$ cat config.mk
export PLATFORM = sky130hd
export DESIGN_NAME = plc_link_ctrl
export DESIGN_NICKNAME = d
export VERILOG_FILES = /design/src/rtl/plc_pkg.sv /design/src/rtl/plc_link_ctrl.sv /design/src/rtl/plc_win_count.sv
export SDC_FILE = /design/constraint.sdc
export NUM_CORES = 1
export LEC_CHECK = 0
export ABC_AREA = 0
export BUFFER_PORTS_ARGS = -buffer_cell sky130_fd_sc_hd__buf_4
export CAP_MARGIN = 10
export CORE_AREA = 10 10 96 182
export CTS_BUF_LIST = sky130_fd_sc_hd__clkbuf_8 sky130_fd_sc_hd__clkbuf_16
export DETAILED_ROUTE_END_ITERATION = 8
export DIE_AREA = 0 0 106 192
export PLACE_DENSITY = 0.67
export SYNTH_ARGS = -nofsm -noshare
export SYNTH_HDL_FRONTEND = slang
export SYNTH_HIERARCHICAL = 1
export SYNTH_SLANG_ARGS = --single-unit
export TNS_END_PERCENT = 100
$ cat constraint.sdc
create_clock -name ref_clk_i -period 2.7 [get_ports ref_clk_i]
set_clock_uncertainty 0.15 [all_clocks]
set_input_delay 0.27 -clock ref_clk_i [delete_from_list [all_inputs] [get_ports ref_clk_i]]
set_output_delay 0.27 -clock ref_clk_i [all_outputs]
set_load 0.01 [all_outputs]
$ cat src/rtl/plc_pkg.sv
// constants and carriers for the link control and extended access block
// assumes a management frame engine on ref_clk_i presenting word accesses
// Summary of operation
// - second control bit 2, reset one, enables idle-state receive symbol error flagging
// - second control bit 1 clear: odd-nibble tx_en drop stretched one nibble strobe as error
// - second control bit 0 picks rmii receive reference: 1 rx clock, 0 crystal
// - third control bits 15:11 and 9:7 read zero, writes discarded
// - third control bit 10 drops link on descrambler lock loss
// - third control bit 6 low swaps legs of both wire pairs
// - third control bit 5 high swaps transmit and receive wire pairs
// - port mirroring active only when bits 5 and 6 both high
// - bit 3: 32 receive errors within 10 us drops link
// - bit 2: 20 ternary code violations within 10 us drops link
// - bit 1: 20 low snr crossings within 10 us drops link
// - bit 0: energy loss drops link, well inside 10 us
// - link drop is or of the five enabled criteria
// - extended registers reached only through control 0x0d and window 0x0e
// - function 00: window write loads the extended pointer
// - function 01: window access targets pointed register, pointer unchanged
// - function 10: window read or write then increments pointer
// - function 11: pointer increments after window writes only
// - indirect access needs device code all ones, otherwise ignored
package plc_pkg;
    localparam logic [4:0]  ADDR_RX_ERR_RMII_CTRL  = 5'h0a;
    localparam logic [4:0]  ADDR_LINK_FAULT_PAIR   = 5'h0b;
    localparam logic [4:0]  ADDR_INDIRECT_CTRL     = 5'h0d;
    localparam logic [4:0]  ADDR_INDIRECT_WINDOW   = 5'h0e;
    localparam logic [15:0] RST_RX_ERR_RMII_CTRL   = 16'h0004;
    localparam logic [15:0] RST_LINK_FAULT_PAIR    = 16'h0000;
    localparam logic [15:0] RST_INDIRECT_CTRL      = 16'h0000;
    localparam logic [15:0] RST_EXT_POINTER        = 16'h0000;
    localparam logic [15:0] LFP_WRITABLE_MASK      = 16'h047f;
    localparam logic [15:0] IAC_WRITABLE_MASK      = 16'hc01f;
    localparam int          CR2_IDLE_SYMERR_BIT    = 2;
    localparam int          CR2_ODD_NIB_DIS_BIT    = 1;
    localparam int          CR2_RMII_REF_BIT       = 0;
    localparam int          LFP_DESCR_LOSS_BIT     = 10;
    localparam int          LFP_POLARITY_BIT       = 6;
    localparam int          LFP_PAIR_SWAP_BIT      = 5;
    localparam int          LFP_RX_ERR_BIT         = 3;
    localparam int          LFP_TERNARY_BIT        = 2;
    localparam int          LFP_LOW_SNR_BIT        = 1;
    localparam int          LFP_ENERGY_BIT         = 0;
    localparam int          IAC_FUNC_HI            = 15;
    localparam int          IAC_FUNC_LO            = 14;
    localparam logic [4:0]  TARGET_DEVICE_CODE     = 5'h1f;
    localparam int          CLK_PERIOD_NS          = 8;
    localparam int          FLD_WINDOW_NS          = 10000;
    localparam int          FLD_WINDOW_CYC         = FLD_WINDOW_NS / CLK_PERIOD_NS;
    localparam int          RX_ERR_THRESH          = 32;
    localparam int          TERNARY_THRESH         = 20;
    localparam int          LOW_SNR_THRESH         = 20;

    typedef enum logic [1:0] {
        PLC_FN_ADDR,
        PLC_FN_DATA,
        PLC_FN_DATA_INC_RW,
        PLC_FN_DATA_INC_WR
    } plc_func_e;

    typedef struct packed {
        logic        wr;
        logic        rd;
        logic [4:0]  addr;
        logic [15:0] wdata;
    } plc_mgmt_req_s;

    typedef struct packed {
        logic descr_lock_lost;
        logic rx_err;
        logic ternary_viol;
        logic low_snr;
        logic energy_lost;
    } plc_fault_evt_s;
endpackage

$ cat src/rtl/plc_link_ctrl.sv
// link control registers, fast link-down logic and extended register access
// assumes a management frame engine on ref_clk_i issuing one-cycle word accesses
// and a same-clock extended register file answering ext reads within one cycle
`timescale 1ns/1ps
module plc_link_ctrl
    import plc_pkg::*;
(
    input  wire logic           ref_clk_i,
    input  wire logic           rst_i,
    input  wire plc_mgmt_req_s  mgmt_req_i,
    output logic [15:0]         mgmt_rdata_o,
    output logic                mgmt_rvalid_o,
    output logic                ext_wr_o,
    output logic                ext_rd_o,
    output logic [15:0]         ext_addr_o,
    output logic [15:0]         ext_wdata_o,
    input  wire logic [15:0]    ext_rdata_i,
    input  wire logic           rx_sym_err_i,
    input  wire logic           rx_idle_i,
    output logic                idle_sym_err_o,
    input  wire logic           tx_nib_stb_i,
    input  wire logic           tx_en_i,
    input  wire logic           tx_er_i,
    output logic                tx_en_o,
    output logic                tx_er_o,
    output logic                rmii_ref_rx_clk_o,
    output logic                pair_polarity_inv_o,
    output logic                pair_swap_o,
    output logic                port_mirror_o,
    input  wire plc_fault_evt_s fault_evt_i,
    output logic                link_drop_o
);
    logic [15:0] cr2_r;
    logic [15:0] lfp_r;
    logic [15:0] iac_r;
    logic [15:0] ptr_r;
    logic [15:0] rd_word;
    logic        rd_pend_r;
    logic        rd_ext_r;
    logic [15:0] rd_hold_r;
    logic        dev_ok;
    logic        win_acc;
    logic        ptr_inc;
    plc_func_e   func;
    logic [10:0] win_cnt_r;
    logic        win_start;
    logic        rx_err_hit;
    logic        tern_hit;
    logic        snr_hit;
    logic        nib_odd_r;
    logic        stretch_r;

    function automatic logic hit_addr(input plc_mgmt_req_s req, input logic [4:0] a);
        hit_addr = (req.addr == a);
    endfunction

    assign func    = plc_func_e'(iac_r[IAC_FUNC_HI:IAC_FUNC_LO]);
    assign dev_ok  = (iac_r[4:0] == TARGET_DEVICE_CODE);
    assign win_acc = hit_addr(mgmt_req_i, ADDR_INDIRECT_WINDOW) && dev_ok
                     && func != PLC_FN_ADDR;

    // register writes
    always_ff @(posedge ref_clk_i) begin
        if (rst_i) begin
            cr2_r <= RST_RX_ERR_RMII_CTRL;
            lfp_r <= RST_LINK_FAULT_PAIR;
            iac_r <= RST_INDIRECT_CTRL;
        end else if (mgmt_req_i.wr) begin
            if (hit_addr(mgmt_req_i, ADDR_RX_ERR_RMII_CTRL)) begin
                cr2_r <= mgmt_req_i.wdata;
            end
            if (hit_addr(mgmt_req_i, ADDR_LINK_FAULT_PAIR)) begin
                lfp_r <= mgmt_req_i.wdata & LFP_WRITABLE_MASK;
            end
            if (hit_addr(mgmt_req_i, ADDR_INDIRECT_CTRL)) begin
                iac_r <= mgmt_req_i.wdata & IAC_WRITABLE_MASK;
            end
        end
    end

    // pointer increments only after the access it served
    always_comb begin
        ptr_inc = 1'b0;
        if (win_acc) begin
            unique case (func)
                PLC_FN_ADDR:        ptr_inc = 1'b0;
                PLC_FN_DATA:        ptr_inc = 1'b0;
                PLC_FN_DATA_INC_RW: ptr_inc = mgmt_req_i.wr || mgmt_req_i.rd;
                PLC_FN_DATA_INC_WR: ptr_inc = mgmt_req_i.wr;
            endcase
        end
    end

    always_ff @(posedge ref_clk_i) begin
        if (rst_i) begin
            ptr_r <= RST_EXT_POINTER;
        end else if (mgmt_req_i.wr && hit_addr(mgmt_req_i, ADDR_INDIRECT_WINDOW)
                     && dev_ok && func == PLC_FN_ADDR) begin
            ptr_r <= mgmt_req_i.wdata;
        end else if (ptr_inc) begin
            ptr_r <= ptr_r + 16'h0001;
        end
    end

    // extended register strobes carry the pointer as it was before the increment
    always_ff @(posedge ref_clk_i) begin
        if (rst_i) begin
            ext_wr_o    <= 1'b0;
            ext_rd_o    <= 1'b0;
            ext_addr_o  <= 16'h0000;
            ext_wdata_o <= 16'h0000;
        end else begin
            ext_wr_o <= win_acc && mgmt_req_i.wr;
            ext_rd_o <= win_acc && mgmt_req_i.rd && !mgmt_req_i.wr;
            if (win_acc) begin
                ext_addr_o  <= ptr_r;
                ext_wdata_o <= mgmt_req_i.wdata;
            end
        end
    end

    // local read mux; window in address mode returns the pointer
    always_comb begin
        rd_word = 16'h0000;
        unique case (mgmt_req_i.addr)
            ADDR_RX_ERR_RMII_CTRL: rd_word = cr2_r;
            ADDR_LINK_FAULT_PAIR:  rd_word = lfp_r & LFP_WRITABLE_MASK;
            ADDR_INDIRECT_CTRL:    rd_word = iac_r;
            ADDR_INDIRECT_WINDOW:  rd_word = (dev_ok && func == PLC_FN_ADDR) ? ptr_r : 16'h0000;
            default:               rd_word = 16'h0000;
        endcase
    end

    // every read answers two cycles after it is taken, so extended reads line up
    always_ff @(posedge ref_clk_i) begin
        if (rst_i) begin
            rd_pend_r <= 1'b0;
            rd_ext_r  <= 1'b0;
            rd_hold_r <= 16'h0000;
        end else begin
            rd_pend_r <= mgmt_req_i.rd && !mgmt_req_i.wr;
            rd_ext_r  <= win_acc;
            rd_hold_r <= rd_word;
        end
    end

    always_ff @(posedge ref_clk_i) begin
        if (rst_i) begin
            mgmt_rvalid_o <= 1'b0;
            mgmt_rdata_o  <= 16'h0000;
        end else begin
            mgmt_rvalid_o <= rd_pend_r;
            if (rd_pend_r) begin
                mgmt_rdata_o <= rd_ext_r ? ext_rdata_i : rd_hold_r;
            end
        end
    end

    // static pair and reference selects
    always_ff @(posedge ref_clk_i) begin
        if (rst_i) begin
            rmii_ref_rx_clk_o   <= 1'b0;
            pair_polarity_inv_o <= 1'b0;
            pair_swap_o         <= 1'b0;
            port_mirror_o       <= 1'b0;
        end else begin
            rmii_ref_rx_clk_o   <= cr2_r[CR2_RMII_REF_BIT];
            pair_polarity_inv_o <= !lfp_r[LFP_POLARITY_BIT];
            pair_swap_o         <= lfp_r[LFP_PAIR_SWAP_BIT];
            port_mirror_o       <= lfp_r[LFP_PAIR_SWAP_BIT]
                                   && lfp_r[LFP_POLARITY_BIT];
        end
    end

    always_ff @(posedge ref_clk_i) begin
        if (rst_i) begin
            idle_sym_err_o <= 1'b0;
        end else begin
            idle_sym_err_o <= rx_sym_err_i && rx_idle_i
                              && cr2_r[CR2_IDLE_SYMERR_BIT];
        end
    end

    // odd-nibble tracking on the transmit nibble strobe
    always_ff @(posedge ref_clk_i) begin
        if (rst_i) begin
            nib_odd_r <= 1'b0;
            stretch_r <= 1'b0;
            tx_en_o   <= 1'b0;
            tx_er_o   <= 1'b0;
        end else if (tx_nib_stb_i) begin
            nib_odd_r <= tx_en_i ? !nib_odd_r : 1'b0;
            stretch_r <= !tx_en_i && tx_en_o && !stretch_r && nib_odd_r
                         && !cr2_r[CR2_ODD_NIB_DIS_BIT];
            if (!tx_en_i && tx_en_o && !stretch_r && nib_odd_r
                && !cr2_r[CR2_ODD_NIB_DIS_BIT]) begin
                tx_en_o <= 1'b1;
                tx_er_o <= 1'b1;
            end else begin
                tx_en_o <= tx_en_i;
                tx_er_o <= tx_er_i && tx_en_i;
            end
        end
    end

    // fast link-down window timer
    always_ff @(posedge ref_clk_i) begin
        if (rst_i || win_start) begin
            win_cnt_r <= 11'h000;
        end else begin
            win_cnt_r <= win_cnt_r + 11'h001;
        end
    end

    assign win_start = (win_cnt_r == 11'(FLD_WINDOW_CYC - 1));

    plc_win_count #(.THRESH(RX_ERR_THRESH)) u_rx_err_cnt (
        .ref_clk_i   (ref_clk_i),
        .rst_i       (rst_i),
        .en_i        (lfp_r[LFP_RX_ERR_BIT]),
        .evt_i       (fault_evt_i.rx_err),
        .win_start_i (win_start),
        .hit_o       (rx_err_hit)
    );

    plc_win_count #(.THRESH(TERNARY_THRESH)) u_tern_cnt (
        .ref_clk_i   (ref_clk_i),
        .rst_i       (rst_i),
        .en_i        (lfp_r[LFP_TERNARY_BIT]),
        .evt_i       (fault_evt_i.ternary_viol),
        .win_start_i (win_start),
        .hit_o       (tern_hit)
    );

    plc_win_count #(.THRESH(LOW_SNR_THRESH)) u_snr_cnt (
        .ref_clk_i   (ref_clk_i),
        .rst_i       (rst_i),
        .en_i        (lfp_r[LFP_LOW_SNR_BIT]),
        .evt_i       (fault_evt_i.low_snr),
        .win_start_i (win_start),
        .hit_o       (snr_hit)
    );

    // drop follows the causes; a sustained loss keeps the link held down
    always_ff @(posedge ref_clk_i) begin
        if (rst_i) begin
            link_drop_o <= 1'b0;
        end else begin
            link_drop_o <= (lfp_r[LFP_DESCR_LOSS_BIT] && fault_evt_i.descr_lock_lost)
                           || (lfp_r[LFP_ENERGY_BIT] && fault_evt_i.energy_lost)
                           || rx_err_hit || tern_hit || snr_hit;
        end
    end
endmodule

$ cat src/rtl/plc_win_count.sv
// counts fault events inside a fixed window and fires at the threshold
// assumes win_start_i pulses once per window on the same clock
`timescale 1ns/1ps
module plc_win_count
    import plc_pkg::*;
#(
    parameter int THRESH = 20
) (
    input  wire logic ref_clk_i,
    input  wire logic rst_i,
    input  wire logic en_i,
    input  wire logic evt_i,
    input  wire logic win_start_i,
    output logic      hit_o
);
    logic [6:0] cnt_r;

    // fixed windows: a burst straddling a boundary may be split, cheaper than a sliding count
    always_ff @(posedge ref_clk_i) begin
        if (rst_i || win_start_i || !en_i) begin
            cnt_r <= 7'h00;
        end else if (evt_i && cnt_r != 7'h7f) begin
            cnt_r <= cnt_r + 7'h01;
        end
    end

    always_ff @(posedge ref_clk_i) begin
        if (rst_i) begin
            hit_o <= 1'b0;
        end else begin
            hit_o <= en_i && !win_start_i && evt_i && (cnt_r == 7'(THRESH - 1));
        end
    end
endmodule

; Yosys cells after proc, flatten, opt, wreduce, memory -nomap -nowiden
; Index checks and enable logic that the tools add are counted.
[word_totals]
reg_bits = 161
latch_bits = 0
ramBits = 0
romBits = 0
inputBits = 51
out_inout_bits = 59
memories = 0
[op_classes]
add_sub_neg = 5
n_mul = 0
div = 0
order_cmp = 0
eq_ne = 15
shift = 0
mux = 10
bitwise_logic = 0
reduce_logical = 58
[op_table]
columns = cell, count
row1 = 16-bit 2-to-1 mux, 4
row2 = 16-bit case mux with 4 select lines, 1
row3 = 1-bit logical AND, 32
row4 = 7-bit by 1-bit adder with 7-bit output (second input constant), 3
row5 = 7-bit by 5-bit equality test with 1-bit output (second input constant), 3
row6 = 7-bit inequality test (second input constant), 3
row7 = 5-bit by 4-bit equality test with 1-bit output (second input constant), 4
row8 = 16-bit by 1-bit adder with 16-bit output (second input constant), 1
row9 = 11-bit by 1-bit adder with 11-bit output (second input constant), 1
row10 = 11-bit equality test (second input constant), 1
row11 = 1-bit zero test, 10
row12 = 1-bit logical OR, 9
row13 = 2-bit AND reduction, 3
row14 = 5-bit equality test (second input constant), 1
row15 = 2-bit equality test (second input constant), 2
row16 = 1-bit 2-to-1 mux, 4
row17 = 2-bit nonzero test, 2
row18 = 1-bit case mux with 3 select lines, 1
row19 = 2-bit by 1-bit equality test with 1-bit output (second input constant), 1
row20 = 2-bit zero test, 1
row21 = 2-bit OR reduction, 1

; Depth between registers and ports, before layout
[depth]
depth_word = 6
mapped_depth = 8

; By module
; The synthesis kept the hierarchy.
[modules_own_cells]
columns = mod, n_inst, cells_each, area_per_inst_um2
row1 = plc_link_ctrl, 1, 645, 5581.6
row2 = plc_win_count at u_snr_cnt ..., 2, 41, 370.4
row3 = plc_win_count at u_rx_err_cnt, 1, 40, 380.4

; Worst setup path after synthesis
; Ideal clock, no wire load.
[synth_timing]
kind = input-to-reg
startpoint = in mgmt_req_i[20] (netlist bit)
endpoint = reg ptr_r[10]
setup_time_ps = 131
t_arrival_ps = 1718
required_ps = 2419
setup_slack_ps = 700
stages = 7
n_path_buf = 2
path_cell_list = nand3b_4 > or4_4 > buf_6 > buf_6 > a21o_1 > o211ai_1 > o311ai_1
[synth_between]
elab_chain_len = 5
[synth_rtl]
columns = element, line_no
row1 = start: declaration, plc_link_ctrl.sv:10  ; input wire plc_mgmt_req_s mgmt_req_i,
row2 = 5-bit by 4-bit equality test with 1-bit output *, plc_link_ctrl.sv:54  ; hit_addr = (req.addr == a);
row3 = 1-bit logical AND (on tied branches), "plc_link_ctrl.sv:59, plc_link_ctrl.sv:97"
row4 = 1-bit logical AND (on tied branches), "plc_link_ctrl.sv:60, plc_link_ctrl.sv:98"
row5 = 1-bit 2-to-1 mux / 1-bit logical AND (equally long branches), "plc_link_ctrl.sv:84, plc_link_ctrl.sv:98"
row6 = 2-bit nonzero test (no line) / 16-bit 2-to-1 mux (equally long branches), -
row7 = end signal: assignment, plc_link_ctrl.sv:99  ; ptr_r <= mgmt_req_i.wdata;
row8 = end signal: assignment, plc_link_ctrl.sv:101  ; ptr_r <= ptr_r + 16'h0001;
row9 = end: declaration, plc_link_ctrl.sv:36  ; logic [15:0] ptr_r;
; Every way passes the cells marked *; elsewhere a longest branch is shown, timed or not.
; A chain may end at the register's enable or synchronous reset.

; Worst setup path in the final report
[layout_timing]
startpoint = reg win_cnt_r[1]
endpoint = reg u_tern_cnt.cnt_r[5]
[layout_between]
elab_chain_len = 3
[layout_rtl]
columns = element, line_no
row1 = start: declaration, plc_link_ctrl.sv:45  ; logic [10:0] win_cnt_r;
row2 = start signal: assignment, plc_link_ctrl.sv:211  ; win_cnt_r <= win_cnt_r + 11'h001;
row3 = 11-bit equality test, plc_link_ctrl.sv:215  ; assign win_start = (win_cnt_r == 11'(FLD_WINDOW_CYC - 1));
row4 = net win_start, plc_link_ctrl.sv:46  ; logic win_start;
row5 = 1-bit logical OR (2 in a row), plc_win_count.sv:20  ; if (rst_i || win_start_i || !en_i) begin
row6 = end signal: assignment, plc_win_count.sv:23  ; cnt_r <= cnt_r + 7'h01;
row7 = end: declaration, plc_win_count.sv:16  ; logic [6:0] cnt_r;
; The timed path passes the listed nets, and every way through them passes these cells.

==> impl_metrics.ini <==
[outcome]
status = finished, violations left
violations = negative hold slack

[worst_setup_path]
critPathKind = flip-flop to flip-flop
r2r_cells = 7
startpoint_type = flip-flop
path_max_fanout = 7
timing.rr.end = u_tern_cnt/cnt_r[5]
worst_setup_path_end_kind = flip-flop
cp.required_ns = 2.88
rrSetupSlack_ns = 0.44
reg2reg_from = win_cnt_r[1]
worst_ep_arrival_time_ns = 2.44

[power]
clock_power_share_pct = 47.5
leakage_nw = 3.07
p_per_area_nw_per_um2 = 601
ir_drop_v = 0.000436
switching_power_w = 0.00119
swShare_pct = 23.4
pwr-share-comb_pct = 5.2
p_int_w = 0.00392
seqPwrFrac_pct = 47.3

[grt]
grt_max_degree = 74
grt_use_met2_pct = 35.1
use_met3_pct = 5.00
grt_pass1_vias = 6181
globalRoute.totalOverflow = 0
grt_use_met1_pct = 18.3
grt_use_total_pct = 19.2
grt_pass1_wl_um = 31200
grt_antenna_before_repair = 0
grt_busiest_layer = met2

[finish]
drive_gt1_share_pct = 20.0
nNetsFinal = 945
antenna_cells = 0
final_common_cell = dfxtp_1
fillerInstances = 1324
fin_area_um2 = 8500
fin_cells = 1093
final_cell_mix = dfxtp_1, nand2_1, buf_4
syn2layout_area_growth_pct = 26.8

[placed_design]
place.gp.congestion = 0.946
hpwl_um = 14500
dpl_cell_area_um2 = 7680
portBuffers = 109
place_inst = 1038

[sta]
fin_crit_sh_pct = 83.8
clock.fmax_mhz = 442
finalHoldViolCount = 1
worst_pin_slew_ns = 0.911
rsz0062_at_grt = no
setup_tns_ns = 0
maxSlewViolCount = 0
slew_headroom_pct = 39.2
period_needed_ns = 2.26
setup_violations = 0
hold_ws_ns = -0.000516

[synth]
yosys.area_share.simple_pct = 23.7
synth_xor_area_share_pct = 1.31
yosysTopAreaCell = dfxtp_1
synth_top_area_share_pct = 48.1
ys_async_sr_fraction_pct = 0
ys_seq_area_share_pct = 48.1
ys_types = 67
synth_edf_count = 0
synth.net_count = 824
synthCells = 767
synth_compound_area_share_pct = 16.4
synth_area_leaders = dfxtp_1, nand2_1, a21oi_1, mux2i_1, nor2_1
synth_warnings = 6
synth_fa_ha_area_share_pct = 1.12
syn_area_um2 = 6700
ys.flop_type = dfxtp_1
synth_area_per_cell_um2 = 8.74
synthMuxAreaShare_pct = 5.97
ys_ff_latch = 161
synth_top_family_by_area = simple AND/OR/NAND/NOR gates

[cts]
cts_resized = 0
clk_latency_ns = 0.43
clock-root-buffer = clkbuf_16
tritoncts = done
clk_path_buf_depth = 2
htree_levels = 4
numCtsBuffers = 17
cts_sinks = 161
worst_setup_hold_path_clk_slew_ns = 0.07

[routing]
routed_wl_um = 19600
via_per_inst = 5.63
postRouteAntennaNets = 0
drc_errors = 0
post_drt_wl_per_cell_um = 17.9
first_pass_iters = 6
num_vias = 6153
drtIter0Drc = 362

[floorplan]
die-width_um = 106
die_h_um = 192
rows = 62
ios = 110
core-area_um2 = 14400
initial_core_util_pct = 46.5
dieArea_um2 = 20400

[hold_path]
hold_class = input port to flip-flop
whs_path_depth = 3
hold_start = fault_evt_i[4]
whs_endpoint = link_drop_o

[run]
cap_violations = 0
-- critical path, cell delays in order, from the launching register on --
cell	delay (ns)
dfxtp_1	0.38
inv_1	0.06
ha_1	0.17
nor4b_1	0.14
and4_1	0.30
nor3b_1	0.61
o311ai_0	0.26
o41ai_1	0.10
-- state kept, by name, summed over array words and instances, names as in the netlist, 7 cells and up --
register and cells:
iac_r 7, u_snr_cnt/cnt_r 7, mgmt_rdata_o 16, u_tern_cnt/cnt_r 7, win_cnt_r 11, ext_addr_o 16, ext_wdata_o 16, rd_hold_r 16
lfp_r 8, ptr_r 16, u_rx_err_cnt/cnt_r 7, cr2_r 16
-- area by class of cell --
type	instances	area [um2]	area share, %
clock buffers	17	425	5.01
clock inverters	15	168	1.97
inverters	8	30.0	0.353
multi-input cells	555	3250	38.3
flip-flops and latches	161	3220	37.9
well taps	192	240	2.83
repair buffers	145	1160	13.6
-- stage by stage --
stage	total power (W)	utilization [%]	hold WS, ns	worst slack (ns)
after floorplan	0.00257	-	0.236	0.700
after detailed placement	0.00271	53.2	0.297	0.348
after global routing	0.00528	58.9	0.0164	0.230
final	0.00511	58.9	-0.000516	0.437
after global placement	0.00270	53.2	0.292	0.427
after CTS	0.00515	58.8	0.00313	0.426
-- cell families after synthesis --
family,Yosys count
muxes,39
DFF,161
and+or+nand+nor,331
AOI/OAI and AO/OA,169
xor gates and xnor gates,10
buffers and inverters,51
adders and majority gates,6
-- per-layer routing --
metal  routed length (um)  vias up
met5                    0        -
met4                 1110        0
met2                10500      237
met3                 1040       58
li1                     -     2967
met1                 6930     2891
-- cells in the mapped netlist (all sizes together) (8+ instances only) --
library cell / n
a31oi: 9
nor3: 10
inv: 8
and3: 11
a21oi: 79
nor2: 67
mux2i: 31
mux2: 8
o21ai: 12
clkbuf: 28
nand3: 32
xor2: 8
buf: 15
a211oi: 26
nand2: 151
dfxtp: 161
-- power by group through the flow --
stage                     registers (W)  clock network (W)  logic (W)
final                           0.00241            0.00243   0.000266
after global routing            0.00242            0.00258   0.000288
after CTS                       0.00241            0.00247   0.000266
after detailed placement        0.00247                  0   0.000239
after global placement          0.00247                  0   0.000236
after floorplan                 0.00247                  0  0.0000940
-- how the worst max path moves through the flow --
stage               slack (ns)            from  cells after the start             endpoint
finish                    0.44    win_cnt_r[1]                      7  u_tern_cnt/cnt_r[5]
global route              0.23    win_cnt_r[1]                      7  u_tern_cnt/cnt_r[5]
CTS                       0.43    win_cnt_r[1]                      7  u_tern_cnt/cnt_r[5]
detailed placement        0.35  mgmt_req_i[16]                      6         rd_hold_r[1]
global placement          0.43  mgmt_req_i[16]                      6         rd_hold_r[6]
floorplan                 0.70  mgmt_req_i[20]                      7            ptr_r[10]
-- repair_timing --
item	in CTS	in global routing
setup buffers	0	0
hold buffers	22	1
endpoints found under the hold margin	45	1
(Power assumes the default switching activity.)
